**src/hw/pdt_pkg.sv**
```systemverilog
package pdt_pkg;
    // ---------------------------------------------------------------
    // register bus geometry
    // ---------------------------------------------------------------
    localparam int AW = 3;
    localparam int DW = 8;

    // ---------------------------------------------------------------
    // register offsets
    // ---------------------------------------------------------------
    localparam logic [AW-1:0] ADDR_CTRL = 3'h0;
    localparam logic [AW-1:0] ADDR_PRESET0 = 3'h1;
    localparam logic [AW-1:0] ADDR_PRESET1 = 3'h2;
    localparam logic [AW-1:0] ADDR_CNT_LO = 3'h3;
    localparam logic [AW-1:0] ADDR_CNT_HI = 3'h4;
    localparam logic [AW-1:0] ADDR_STATUS = 3'h5;
    localparam logic [AW-1:0] ADDR_MASK = 3'h6;

    // ---------------------------------------------------------------
    // control register fields
    // ---------------------------------------------------------------
    localparam int CTRL_RUN0 = 0;
    localparam int CTRL_RUN1 = 1;
    localparam int CTRL_CASCADE = 2;
    localparam int CTRL_EVENT = 3;
    localparam int CTRL_OUT_EN = 4;
    localparam int CTRL_OSC_ON = 5;
    localparam int CTRL_SRC_HS = 6;

    // ---------------------------------------------------------------
    // status and mask fields
    // ---------------------------------------------------------------
    localparam int ST_UF0 = 0;
    localparam int ST_UF1 = 1;
    localparam int ST_W = 2;

    // ---------------------------------------------------------------
    // reset values
    // ---------------------------------------------------------------
    localparam logic [DW-1:0] CTRL_RESET = 8'h00;
    localparam logic [DW-1:0] PRESET_RESET = 8'hff;
    localparam logic [DW-1:0] COUNT_RESET = 8'hff;
    localparam logic [ST_W-1:0] MASK_RESET = 2'h0;
    localparam logic [DW-1:0] ZERO_BYTE = 8'h00;
    localparam logic [DW-1:0] ONE_BYTE = 8'h01;
endpackage

```
**src/hw/pdt_channel.sv**
```systemverilog
module pdt_channel (
    // clock and reset
    input wire logic clk,
    input wire logic rst_n,
    // count timing
    input wire logic tick,
    input wire logic cnt_en,
    input wire logic event_mode,
    // software access
    input wire logic run_wr,
    input wire logic run_wdata,
    input wire logic preset_wr,
    input wire logic [pdt_pkg::DW-1:0] load_value,
    input wire logic [pdt_pkg::DW-1:0] preset,
    // state
    output logic [pdt_pkg::DW-1:0] count,
    output logic running,
    output logic underflow
);
    import pdt_pkg::*;

    logic run_req;
    logic active;
    logic step;

    // ---------------------------------------------------------------
    // run control
    // ---------------------------------------------------------------
    always_ff @(posedge clk or negedge rst_n) begin
        if (!rst_n) begin
            run_req <= 1'b0;
        end else if (run_wr) begin
            run_req <= run_wdata;
        end
    end

    // outside event mode the request only reaches the counter on a falling input edge; in event mode it follows every clock
    always_ff @(posedge clk or negedge rst_n) begin
        if (!rst_n) begin
            active <= 1'b0;
        end else if (event_mode) begin
            active <= run_req;
        end else if (tick) begin
            active <= run_req;
        end
    end

    // still active on the stopping edge, so one last decrement happens
    assign step = tick && cnt_en && (event_mode ? run_req : active);
    // event counting has no edge sync, so read-back follows the request at once
    assign running = event_mode ? run_req : (run_req | active);
    assign underflow = step && (count == ZERO_BYTE);

    // ---------------------------------------------------------------
    // counter
    // ---------------------------------------------------------------
    always_ff @(posedge clk or negedge rst_n) begin
        if (!rst_n) begin
            count <= COUNT_RESET;
        end else if (underflow) begin
            count <= preset;
        end else if (step) begin
            count <= count - ONE_BYTE;
        end else if (preset_wr && !running) begin
            count <= load_value;
        end
    end

    // ---------------------------------------------------------------
    // checks
    // ---------------------------------------------------------------
    run_on_edge_a: assert property (@(posedge clk) disable iff (!rst_n)
        (!event_mode && !tick) |=> (active == $past(active)))
        else $error("run state changed without an input clock edge");

    last_decrement_a: assert property (@(posedge clk) disable iff (!rst_n)
        (tick && cnt_en && active && !run_req && !event_mode && count != ZERO_BYTE)
        |=> (!active && count == $past(count) - ONE_BYTE))
        else $error("stop did not take one final decrement");

    run_readback_a: assert property (@(posedge clk) disable iff (!rst_n)
        (active && !run_req && !tick && !event_mode) |=> (running || event_mode))
        else $error("run bit read back zero before stopping");

    event_direct_a: assert property (@(posedge clk) disable iff (!rst_n)
        (event_mode && $past(event_mode)) |-> (active == $past(run_req)))
        else $error("event mode run control was delayed");

    preset_reload_a: assert property (@(posedge clk) disable iff (!rst_n)
        (step && count == ZERO_BYTE) |=> (count == $past(preset)))
        else $error("underflow did not reload preset");
endmodule

```
**src/hw/pdt_top.sv**
```systemverilog
// Function
// - run bit changes take effect on the next falling edge of input clock
// - after run is cleared the counter decrements once more, then stops
// - run bit reads one until the counter has really stopped
// - event counter mode applies run control directly, without edge sync
// - square wave pin gated asynchronously by its enable; short glitch possible
// - fast oscillator is off after reset
module pdt_top (
    // clock and reset
    input wire logic clk,
    input wire logic rst_n,
    // register port
    input wire logic [pdt_pkg::AW-1:0] addr,
    input wire logic [pdt_pkg::DW-1:0] wdata,
    input wire logic wr,
    input wire logic rd,
    output logic [pdt_pkg::DW-1:0] rdata,
    // count clock sources
    input wire logic slow_clk_in,
    input wire logic high_speed_osc_clk,
    input wire logic event_in,
    // outputs
    output logic high_speed_oscillator_on,
    output logic timer_output_pin,
    output logic irq
);
    import pdt_pkg::*;

    // ---------------------------------------------------------------
    // helpers
    // ---------------------------------------------------------------
    function automatic logic fell(input logic prev, input logic now);
        return prev && !now;
    endfunction

    function automatic logic hit(input logic strobe, input logic [AW-1:0] a,
                                 input logic [AW-1:0] target);
        return strobe && (a == target);
    endfunction

    // ---------------------------------------------------------------
    // pin synchronisers
    // ---------------------------------------------------------------
    logic [2:0] slow_sync;
    logic [2:0] hs_sync;
    logic [2:0] ev_sync;

    // stage 0 is only read by stage 1; edges are taken from stages 1 and 2
    always_ff @(posedge clk or negedge rst_n) begin
        if (!rst_n) begin
            slow_sync <= 3'h0;
            hs_sync <= 3'h0;
            ev_sync <= 3'h0;
        end else begin
            slow_sync <= {slow_sync[1:0], slow_clk_in};
            hs_sync <= {hs_sync[1:0], high_speed_osc_clk};
            ev_sync <= {ev_sync[1:0], event_in};
        end
    end

    // ---------------------------------------------------------------
    // registers
    // ---------------------------------------------------------------
    logic [DW-1:0] ctrl;
    logic [DW-1:0] preset0;
    logic [DW-1:0] preset1;
    logic [ST_W-1:0] status;
    logic [ST_W-1:0] mask;
    logic [DW-1:0] hi_snap;
    logic timer_square_wave;

    logic wr_ctrl;
    logic wr_p0;
    logic wr_p1;
    logic rd_status;
    logic rd_lo;

    assign wr_ctrl = hit(wr, addr, ADDR_CTRL);
    assign wr_p0 = hit(wr, addr, ADDR_PRESET0);
    assign wr_p1 = hit(wr, addr, ADDR_PRESET1);
    assign rd_status = hit(rd, addr, ADDR_STATUS);
    assign rd_lo = hit(rd, addr, ADDR_CNT_LO);

    // run bits read back from the channels; ctrl still stores the whole written byte
    always_ff @(posedge clk or negedge rst_n) begin
        if (!rst_n) begin
            ctrl <= CTRL_RESET;
        end else if (wr_ctrl) begin
            ctrl <= wdata;
        end
    end

    always_ff @(posedge clk or negedge rst_n) begin
        if (!rst_n) begin
            preset0 <= PRESET_RESET;
            preset1 <= PRESET_RESET;
        end else begin
            if (wr_p0) begin
                preset0 <= wdata;
            end
            if (wr_p1) begin
                preset1 <= wdata;
            end
        end
    end

    always_ff @(posedge clk or negedge rst_n) begin
        if (!rst_n) begin
            mask <= MASK_RESET;
        end else if (hit(wr, addr, ADDR_MASK)) begin
            mask <= wdata[ST_W-1:0];
        end
    end

    assign high_speed_oscillator_on = ctrl[CTRL_OSC_ON];

    // ---------------------------------------------------------------
    // clock selection and cascade
    // ---------------------------------------------------------------
    logic cascade;
    logic event_mode;
    logic clk_fall;
    logic tick0;
    logic tick1;
    logic en1;
    logic uf0;
    logic uf1;
    logic uf_src;
    logic run0;
    logic run1;
    logic [DW-1:0] count0;
    logic [DW-1:0] count1;

    assign cascade = ctrl[CTRL_CASCADE];
    assign event_mode = ctrl[CTRL_EVENT];
    // a stopped oscillator gives no edges, so gate it by its enable
    assign clk_fall = ctrl[CTRL_SRC_HS]
                    ? (ctrl[CTRL_OSC_ON] && fell(hs_sync[2], hs_sync[1]))
                    : fell(slow_sync[2], slow_sync[1]);
    assign tick0 = event_mode ? fell(ev_sync[2], ev_sync[1]) : clk_fall;
    assign tick1 = cascade ? tick0 : clk_fall;
    assign en1 = cascade ? uf0 : 1'b1;
    assign uf_src = cascade ? uf1 : uf0;

    pdt_channel u_ch0 (
        .clk(clk),
        .rst_n(rst_n),
        .tick(tick0),
        .cnt_en(1'b1),
        .event_mode(event_mode),
        .run_wr(wr_ctrl),
        .run_wdata(wdata[CTRL_RUN0]),
        .preset_wr(wr_p0),
        .load_value(wdata),
        .preset(preset0),
        .count(count0),
        .running(run0),
        .underflow(uf0)
    );

    pdt_channel u_ch1 (
        .clk(clk),
        .rst_n(rst_n),
        .tick(tick1),
        .cnt_en(en1),
        .event_mode(cascade && event_mode),
        .run_wr(wr_ctrl),
        .run_wdata(wdata[CTRL_RUN1]),
        .preset_wr(wr_p1),
        .load_value(wdata),
        .preset(preset1),
        .count(count1),
        .running(run1),
        .underflow(uf1)
    );

    // ---------------------------------------------------------------
    // square wave
    // ---------------------------------------------------------------
    always_ff @(posedge clk or negedge rst_n) begin
        if (!rst_n) begin
            timer_square_wave <= 1'b0;
        end else if (uf_src) begin
            timer_square_wave <= !timer_square_wave;
        end
    end

    // plain gate, not resynchronised: enabling mid-phase can clip a pulse
    assign timer_output_pin = timer_square_wave & ctrl[CTRL_OUT_EN];

    // ---------------------------------------------------------------
    // interrupt status
    // ---------------------------------------------------------------
    // a new underflow in the clearing read's cycle survives the clear
    always_ff @(posedge clk or negedge rst_n) begin
        if (!rst_n) begin
            status <= '0;
        end else begin
            status <= (rd_status ? '0 : status) | {uf1, uf0};
        end
    end

    assign irq = |(status & mask);

    // ---------------------------------------------------------------
    // read path
    // ---------------------------------------------------------------
    // in cascade mode a low byte read freezes the high byte so the pair is coherent
    always_ff @(posedge clk or negedge rst_n) begin
        if (!rst_n) begin
            hi_snap <= ZERO_BYTE;
        end else if (rd_lo) begin
            hi_snap <= count1;
        end
    end

    always_ff @(posedge clk or negedge rst_n) begin
        if (!rst_n) begin
            rdata <= ZERO_BYTE;
        end else if (rd) begin
            unique case (addr)
                ADDR_CTRL: begin
                    rdata <= {ctrl[DW-1:CTRL_RUN1+1], run1, run0};
                end
                ADDR_PRESET0: begin
                    rdata <= preset0;
                end
                ADDR_PRESET1: begin
                    rdata <= preset1;
                end
                ADDR_CNT_LO: begin
                    rdata <= count0;
                end
                ADDR_CNT_HI: begin
                    rdata <= cascade ? hi_snap : count1;
                end
                ADDR_STATUS: begin
                    rdata <= {{(DW-ST_W){1'b0}}, status};
                end
                ADDR_MASK: begin
                    rdata <= {{(DW-ST_W){1'b0}}, mask};
                end
                default: begin
                    rdata <= ZERO_BYTE;
                end
            endcase
        end else begin
            rdata <= ZERO_BYTE;
        end
    end

    // ---------------------------------------------------------------
    // checks
    // ---------------------------------------------------------------
    osc_reset_off_a: assert property (@(posedge clk) disable iff (!rst_n)
        ($past(rst_n) == 1'b0) |-> !high_speed_oscillator_on)
        else $error("fast oscillator not off after reset");

    osc_gate_a: assert property (@(posedge clk) disable iff (!rst_n)
        (ctrl[CTRL_SRC_HS] && !ctrl[CTRL_OSC_ON]) |-> !clk_fall)
        else $error("count tick from a stopped fast oscillator");

    wave_toggle_a: assert property (@(posedge clk) disable iff (!rst_n)
        (uf_src && ctrl[CTRL_OUT_EN] && !wr_ctrl)
        |=> (timer_output_pin != $past(timer_output_pin)))
        else $error("pin did not follow square wave toggle");

    wave_hold_a: assert property (@(posedge clk) disable iff (!rst_n)
        !uf_src |=> (timer_square_wave == $past(timer_square_wave)))
        else $error("square wave toggled without an underflow");

    pin_gated_a: assert property (@(posedge clk) disable iff (!rst_n)
        (wr_ctrl && !wdata[CTRL_OUT_EN]) |=> !timer_output_pin)
        else $error("pin active with enable cleared");

    underflow_flag_a: assert property (@(posedge clk) disable iff (!rst_n)
        (uf0 || uf1) |=> (status != '0) ##0 (irq == |(status & mask)))
        else $error("underflow did not set status");

    read_clear_a: assert property (@(posedge clk) disable iff (!rst_n)
        (rd_status && !uf0 && !uf1) |=> (status == '0 && !irq))
        else $error("status read did not clear flags");

    // a flag raised in the clearing read's own cycle must not be lost
    set_wins_a: assert property (@(posedge clk) disable iff (!rst_n)
        (rd_status && (uf0 || uf1)) |=> (status == $past({uf1, uf0})))
        else $error("underflow lost to a clearing status read");

    cascade_hold_a: assert property (@(posedge clk) disable iff (!rst_n)
        (cascade && !uf0 && !wr_p1) |=> (count1 == $past(count1)))
        else $error("high byte moved without a low byte underflow");

    snap_hold_a: assert property (@(posedge clk) disable iff (!rst_n)
        !rd_lo |=> (hi_snap == $past(hi_snap)))
        else $error("high byte latch changed without a low byte read");

    read_idle_a: assert property (@(posedge clk) disable iff (!rst_n)
        !rd |=> (rdata == ZERO_BYTE))
        else $error("read data stood longer than one cycle");
endmodule

```
**config.mk**
```make
export PLATFORM = sky130hd
export DESIGN_NAME = pdt_top
export DESIGN_NICKNAME = d
export VERILOG_FILES = /design/src/hw/pdt_pkg.sv /design/src/hw/pdt_channel.sv /design/src/hw/pdt_top.sv
export SDC_FILE = /design/constraint.sdc
export NUM_CORES = 1
export LEC_CHECK = 0
export BUFFER_PORTS_ARGS = -buffer_cell sky130_fd_sc_hd__buf_2
export CORE_ASPECT_RATIO = 1.25
export CORE_MARGIN = 2
export CORE_UTILIZATION = 60
export CTS_CLUSTER_SIZE = 14
export DETAILED_ROUTE_END_ITERATION = 8
export PLACE_DENSITY = 0.82
export SLEW_MARGIN = 10
export SYNTH_ARGS = -nofsm -noshare
export SYNTH_HDL_FRONTEND = slang
export SYNTH_SLANG_ARGS = --single-unit
```
**constraint.sdc**
```tcl
create_clock -name clk -period 4.8 [get_ports clk]
set_input_delay 0.24 -clock clk [delete_from_list [all_inputs] [get_ports clk]]
set_output_delay 0.24 -clock clk [all_outputs]
set_load 0.02 [all_outputs]
```
==> impl_summary.log <==
[metrics] Synth Area in Adders: 0.981%
[metrics] met2 demand-to-capacity share in global routing: 45.4%
[metrics] simple-gate share of the synthesized area: between 10% and 20%
[metrics] Slew HR: 27.8%
[metrics] WL per Instance: 19.1 um
[metrics] CTS tree: yes
[metrics] master of the slowest instance on the critical path: sky130_fd_sc_hd__o211ai_1
[metrics] starting utilization of the core area: slightly above 60%
[metrics] met1 track demand over resource: 35.3%
[metrics] class of the most critical setup path: reg -> reg
[metrics] grt peak-use layer: met2
[metrics] share of synthesized registers carrying an async set or reset: 100%
[metrics] Sink Count: slightly above 70
[metrics] Static Leakage: 0.00179 uW
[metrics] critical path fanouts, max: 14
[metrics] kind of cell with the highest combined delay on the critical path: compound AO/OA/AOI/OAI gates
[metrics] fraction of post-synthesis cell area in the top cell type by area: 26.2%
[metrics] number of nets in the finished design: 400
[metrics] total routing usage reported by global routing: 28.2%
[metrics] buffers plus inverters on the worst setup path: 1
[metrics] fmax: about 0.38 GHz
[metrics] max-capacitance violation count: 0
[metrics] worst reg-to-reg path cell count: 6
[metrics] global routing usage on met3: 5.60%
[metrics] number of cells produced by synthesis: approximately 350
[metrics] total congestion overflow after global routing: 0
[metrics] commonest register cell after synthesis: sky130_fd_sc_hd__dfrtp_1
[metrics] parity-gate share of the synthesized area counting xor and xnor cells: less than 1%
[metrics] Setup-failing EPs final: 0
[metrics] die span in y: 93.3 um
[metrics] minimum setup slack after placement: 2.17 ns
[metrics] fraction of the mapped netlist area in compound gates: 13.8%
[metrics] Post-Route WL: around 9000 um
[metrics] synthesis-to-layout area growth: 11.6%
[metrics] clock tree root buffer cell: sky130_fd_sc_hd__clkbuf_8
[metrics] routability-driven placement congestion ratio: 0.907
[metrics] element type at the critical path end: flop
[metrics] number of iterations in the first detailed-routing pass: 4
[metrics] DP HPWL: approximately 6200 um
[metrics] number of nets produced by synthesis: 375
[metrics] via count: 2887
[metrics] Critical Path, Cell by Cell: inv_1 -> ha_1 -> or3b_4 -> nor3_4 -> o211ai_1 -> mux2_2
[metrics] combinational family with the most area after synthesis: multiplexers
[metrics] synthesized flop and latch total: 72
[metrics] number of synthesized flops with an enable pin: 0
[metrics] number of design rule violations left after detail routing: 0
[metrics] port buffer count: 28
[metrics] endpoint arrival time on the critical path: 2.91 ns
[metrics] largest net degree at the start of global routing: 73
[metrics] largest vdd supply drop: around 0.29 mV
[metrics] layout cells sized above 1: 32.6%
[metrics] DR vias/cell: 6.16
[metrics] unrepaired setup endpoints after global routing: no
[metrics] number of warnings issued by yosys: 0
[metrics] critical path required time: 5.08 ns
[metrics] clock latency on the worst-skew pair: around 0.35 ns
[metrics] Die Area: 7040 sq um
[metrics] Inserted Clock Buffers: 9
[metrics] post-route setup TNS: 0 ns
[metrics] number of hold buffers added after CTS: 3
[metrics] Cell Area, Placed: between 3000 and 4000 sq um
[metrics] antenna violations before repair: 0
[metrics] startpoint types: flop
[metrics] most common cell in the netlist: sky130_fd_sc_hd__dfrtp_1
[metrics] mean instance size in the synthesized netlist: 10.8 sq um
[metrics] Placeable Area: 6170 sq um
[metrics] number of pins with negative max-slew slack in the final report: 0
[metrics] vias in the first global route: around 3000
[metrics] maximum buffer depth of the clock tree: 2
[metrics] minimum clock period after layout: between 2 and 3 ns
[metrics] post-CTS setup-driven buffer insertion count: 0
[metrics] count of endpoints failing hold in the final timing report: 0
[metrics] final design area excluding fillers: 4270 sq um
[metrics] post-synthesis sequential area ratio: 48.1%
[metrics] most area-consuming cells after synthesis: sky130_fd_sc_hd__dfrtp_1 (26%), sky130_fd_sc_hd__dfstp_2 (22%), sky130_fd_sc_hd__mux2_2 (11%), sky130_fd_sc_hd__mux2i_1 (6.0%), sky130_fd_sc_hd__nor2_1 (3.1%)
[metrics] top cell types by occurrence after synthesis: sky130_fd_sc_hd__dfrtp_1 (40), sky130_fd_sc_hd__mux2_2 (38), sky130_fd_sc_hd__dfstp_2 (32), sky130_fd_sc_hd__nor2_1 (32), sky130_fd_sc_hd__mux2i_1 (23)
[metrics] Horiz. Die Dim: between 70 and 80 um
[metrics] clock input transition at the sequential cells of the worst setup and hold paths: 0.08 ns
[metrics] transition time at the pin with the least slew margin: 1.08 ns
[metrics] total number of H-tree levels: 3
[metrics] post-route fraction of the period consumed by the critical path: 54.9%
[metrics] post-route ant nets: 0
[metrics] Yosys cell types: 58
[metrics] I/O pin count: 29
[metrics] global-route wire length before repair: approximately 15000 um
[metrics] Final Power: 2230 uW
[metrics] mapped cell area: 3830 sq um
[metrics] number of DRC markers after the initial detailed-route iteration: 145
[metrics] ant diodes: 0
[metrics] path category of the worst min-delay check: in -> async
[metrics] power density normalized to cell area: around 520 nW/um^2
[metrics] fin worst setup slack: ~2.2 ns
[metrics] number of cells on the critical path: 6
[metrics] cell accounting for the most synthesized area: sky130_fd_sc_hd__dfrtp_1
[metrics] Row Count: 32
[metrics] Critical Path Max Stage Delay: 0.86 ns
[metrics] post-route worst hold slack: 0.0905 ns
[metrics] final setup skew: ~0.0066 ns
[metrics] multiplexer area fraction after synthesis: between 15 and 20%
[metrics] PostCTS Resize Cnt: 0
[metrics] run status: finished, final reports clean
-- placed cells by master (no fill, tap or decap), types with 9 or more instances in the layout --
cell / synthesis / final
sky130_fd_sc_hd__a211oi_1: 10 / 10
sky130_fd_sc_hd__a21oi_1: 14 / 14
sky130_fd_sc_hd__buf_2: 7 / 28
sky130_fd_sc_hd__clkbuf_8: 0 / 11
sky130_fd_sc_hd__dfrtp_1: 40 / 40
sky130_fd_sc_hd__dfstp_2: 32 / 32
sky130_fd_sc_hd__inv_1: 10 / 10
sky130_fd_sc_hd__mux2_2: 38 / 38
sky130_fd_sc_hd__mux2i_1: 23 / 23
sky130_fd_sc_hd__nand2_1: 21 / 21
sky130_fd_sc_hd__nor2_1: 32 / 32
sky130_fd_sc_hd__nor3_1: 9 / 9
sky130_fd_sc_hd__o21ai_0: 17 / 17
-- logic make-up after synthesis --
| family | count (synthesis) |
|---|---|
| AND/OR/NAND/NOR | 109 |
| AO/OA/AOI/OAI | 77 |
| flip-flops | 72 |
| buffers and inverters | 29 |
| adder cells (fa/ha/maj) | 3 |
| XOR/XNOR | 2 |
| multiplexers | 62 |
-- flip-flops by register name (all words and copies together) (netlist names), 2 cells and up --
name and flops:
status 2, ev_sync 3, preset0 8, ctrl 8, u_ch0.count 8, mask 2
u_ch1.count 8, slow_sync 3, rdata 8, hi_snap 8, preset1 8, hs_sync 3
-- where the power goes --
part	internal (uW)	switching (uW)
Clock	373	225
Sequential	845	204
Combinational	285	303
Total	1500	731
-- per-layer routing --
metal / vias up / share of wire (%)
met5: - / 0
met4: 0 / 4.2
met3: 30 / 4.9
met2: 100 / 51
met1: 1408 / 40
li1: 1349 / -
-- worst register-to-register path, stage by stage (launching register included) --
cell,delay [ns]
sky130_fd_sc_hd__dfstp_2,0.59
sky130_fd_sc_hd__inv_1,0.06
sky130_fd_sc_hd__ha_1,0.24
sky130_fd_sc_hd__or3b_4,0.29
sky130_fd_sc_hd__nor3_4,0.09
sky130_fd_sc_hd__o211ai_1,0.87
sky130_fd_sc_hd__mux2_2,0.42
-- cell type report --
cell class / instances / area (sq um)
Fill cell: 482 / 1900
Clock inverter: 5 / 103
Tap cell: 85 / 106
Clock buffer: 11 / 151
Sequential cell: 72 / 1840
Inverter: 10 / 37.5
Multi-Input combinational cell: 253 / 1850
Timing Repair Buffer: 33 / 185
-- through the flow --
stage	instances	utilization (%)
floorplan	354	-
global placement	450	64.7
detailed placement	450	64.7
CTS	469	69.3
global route	469	69.3
finish	469	69.3
-- path summary, 6_finish.rpt --
kind                       slack, ns            from             end
max                             2.17  u_ch0.count[0]  u_ch1.count[7]
min                             0.09           rst_n      hs_sync[0]
max reg2reg                     2.17  u_ch0.count[0]  u_ch1.count[7]
min reg2reg                     0.35    slow_sync[0]    slow_sync[1]
max in group asynchronous       4.15           rst_n      hi_snap[4]
min in group clk                0.18        wdata[6]      preset1[6]
Power figures use the tool's default switching activity.
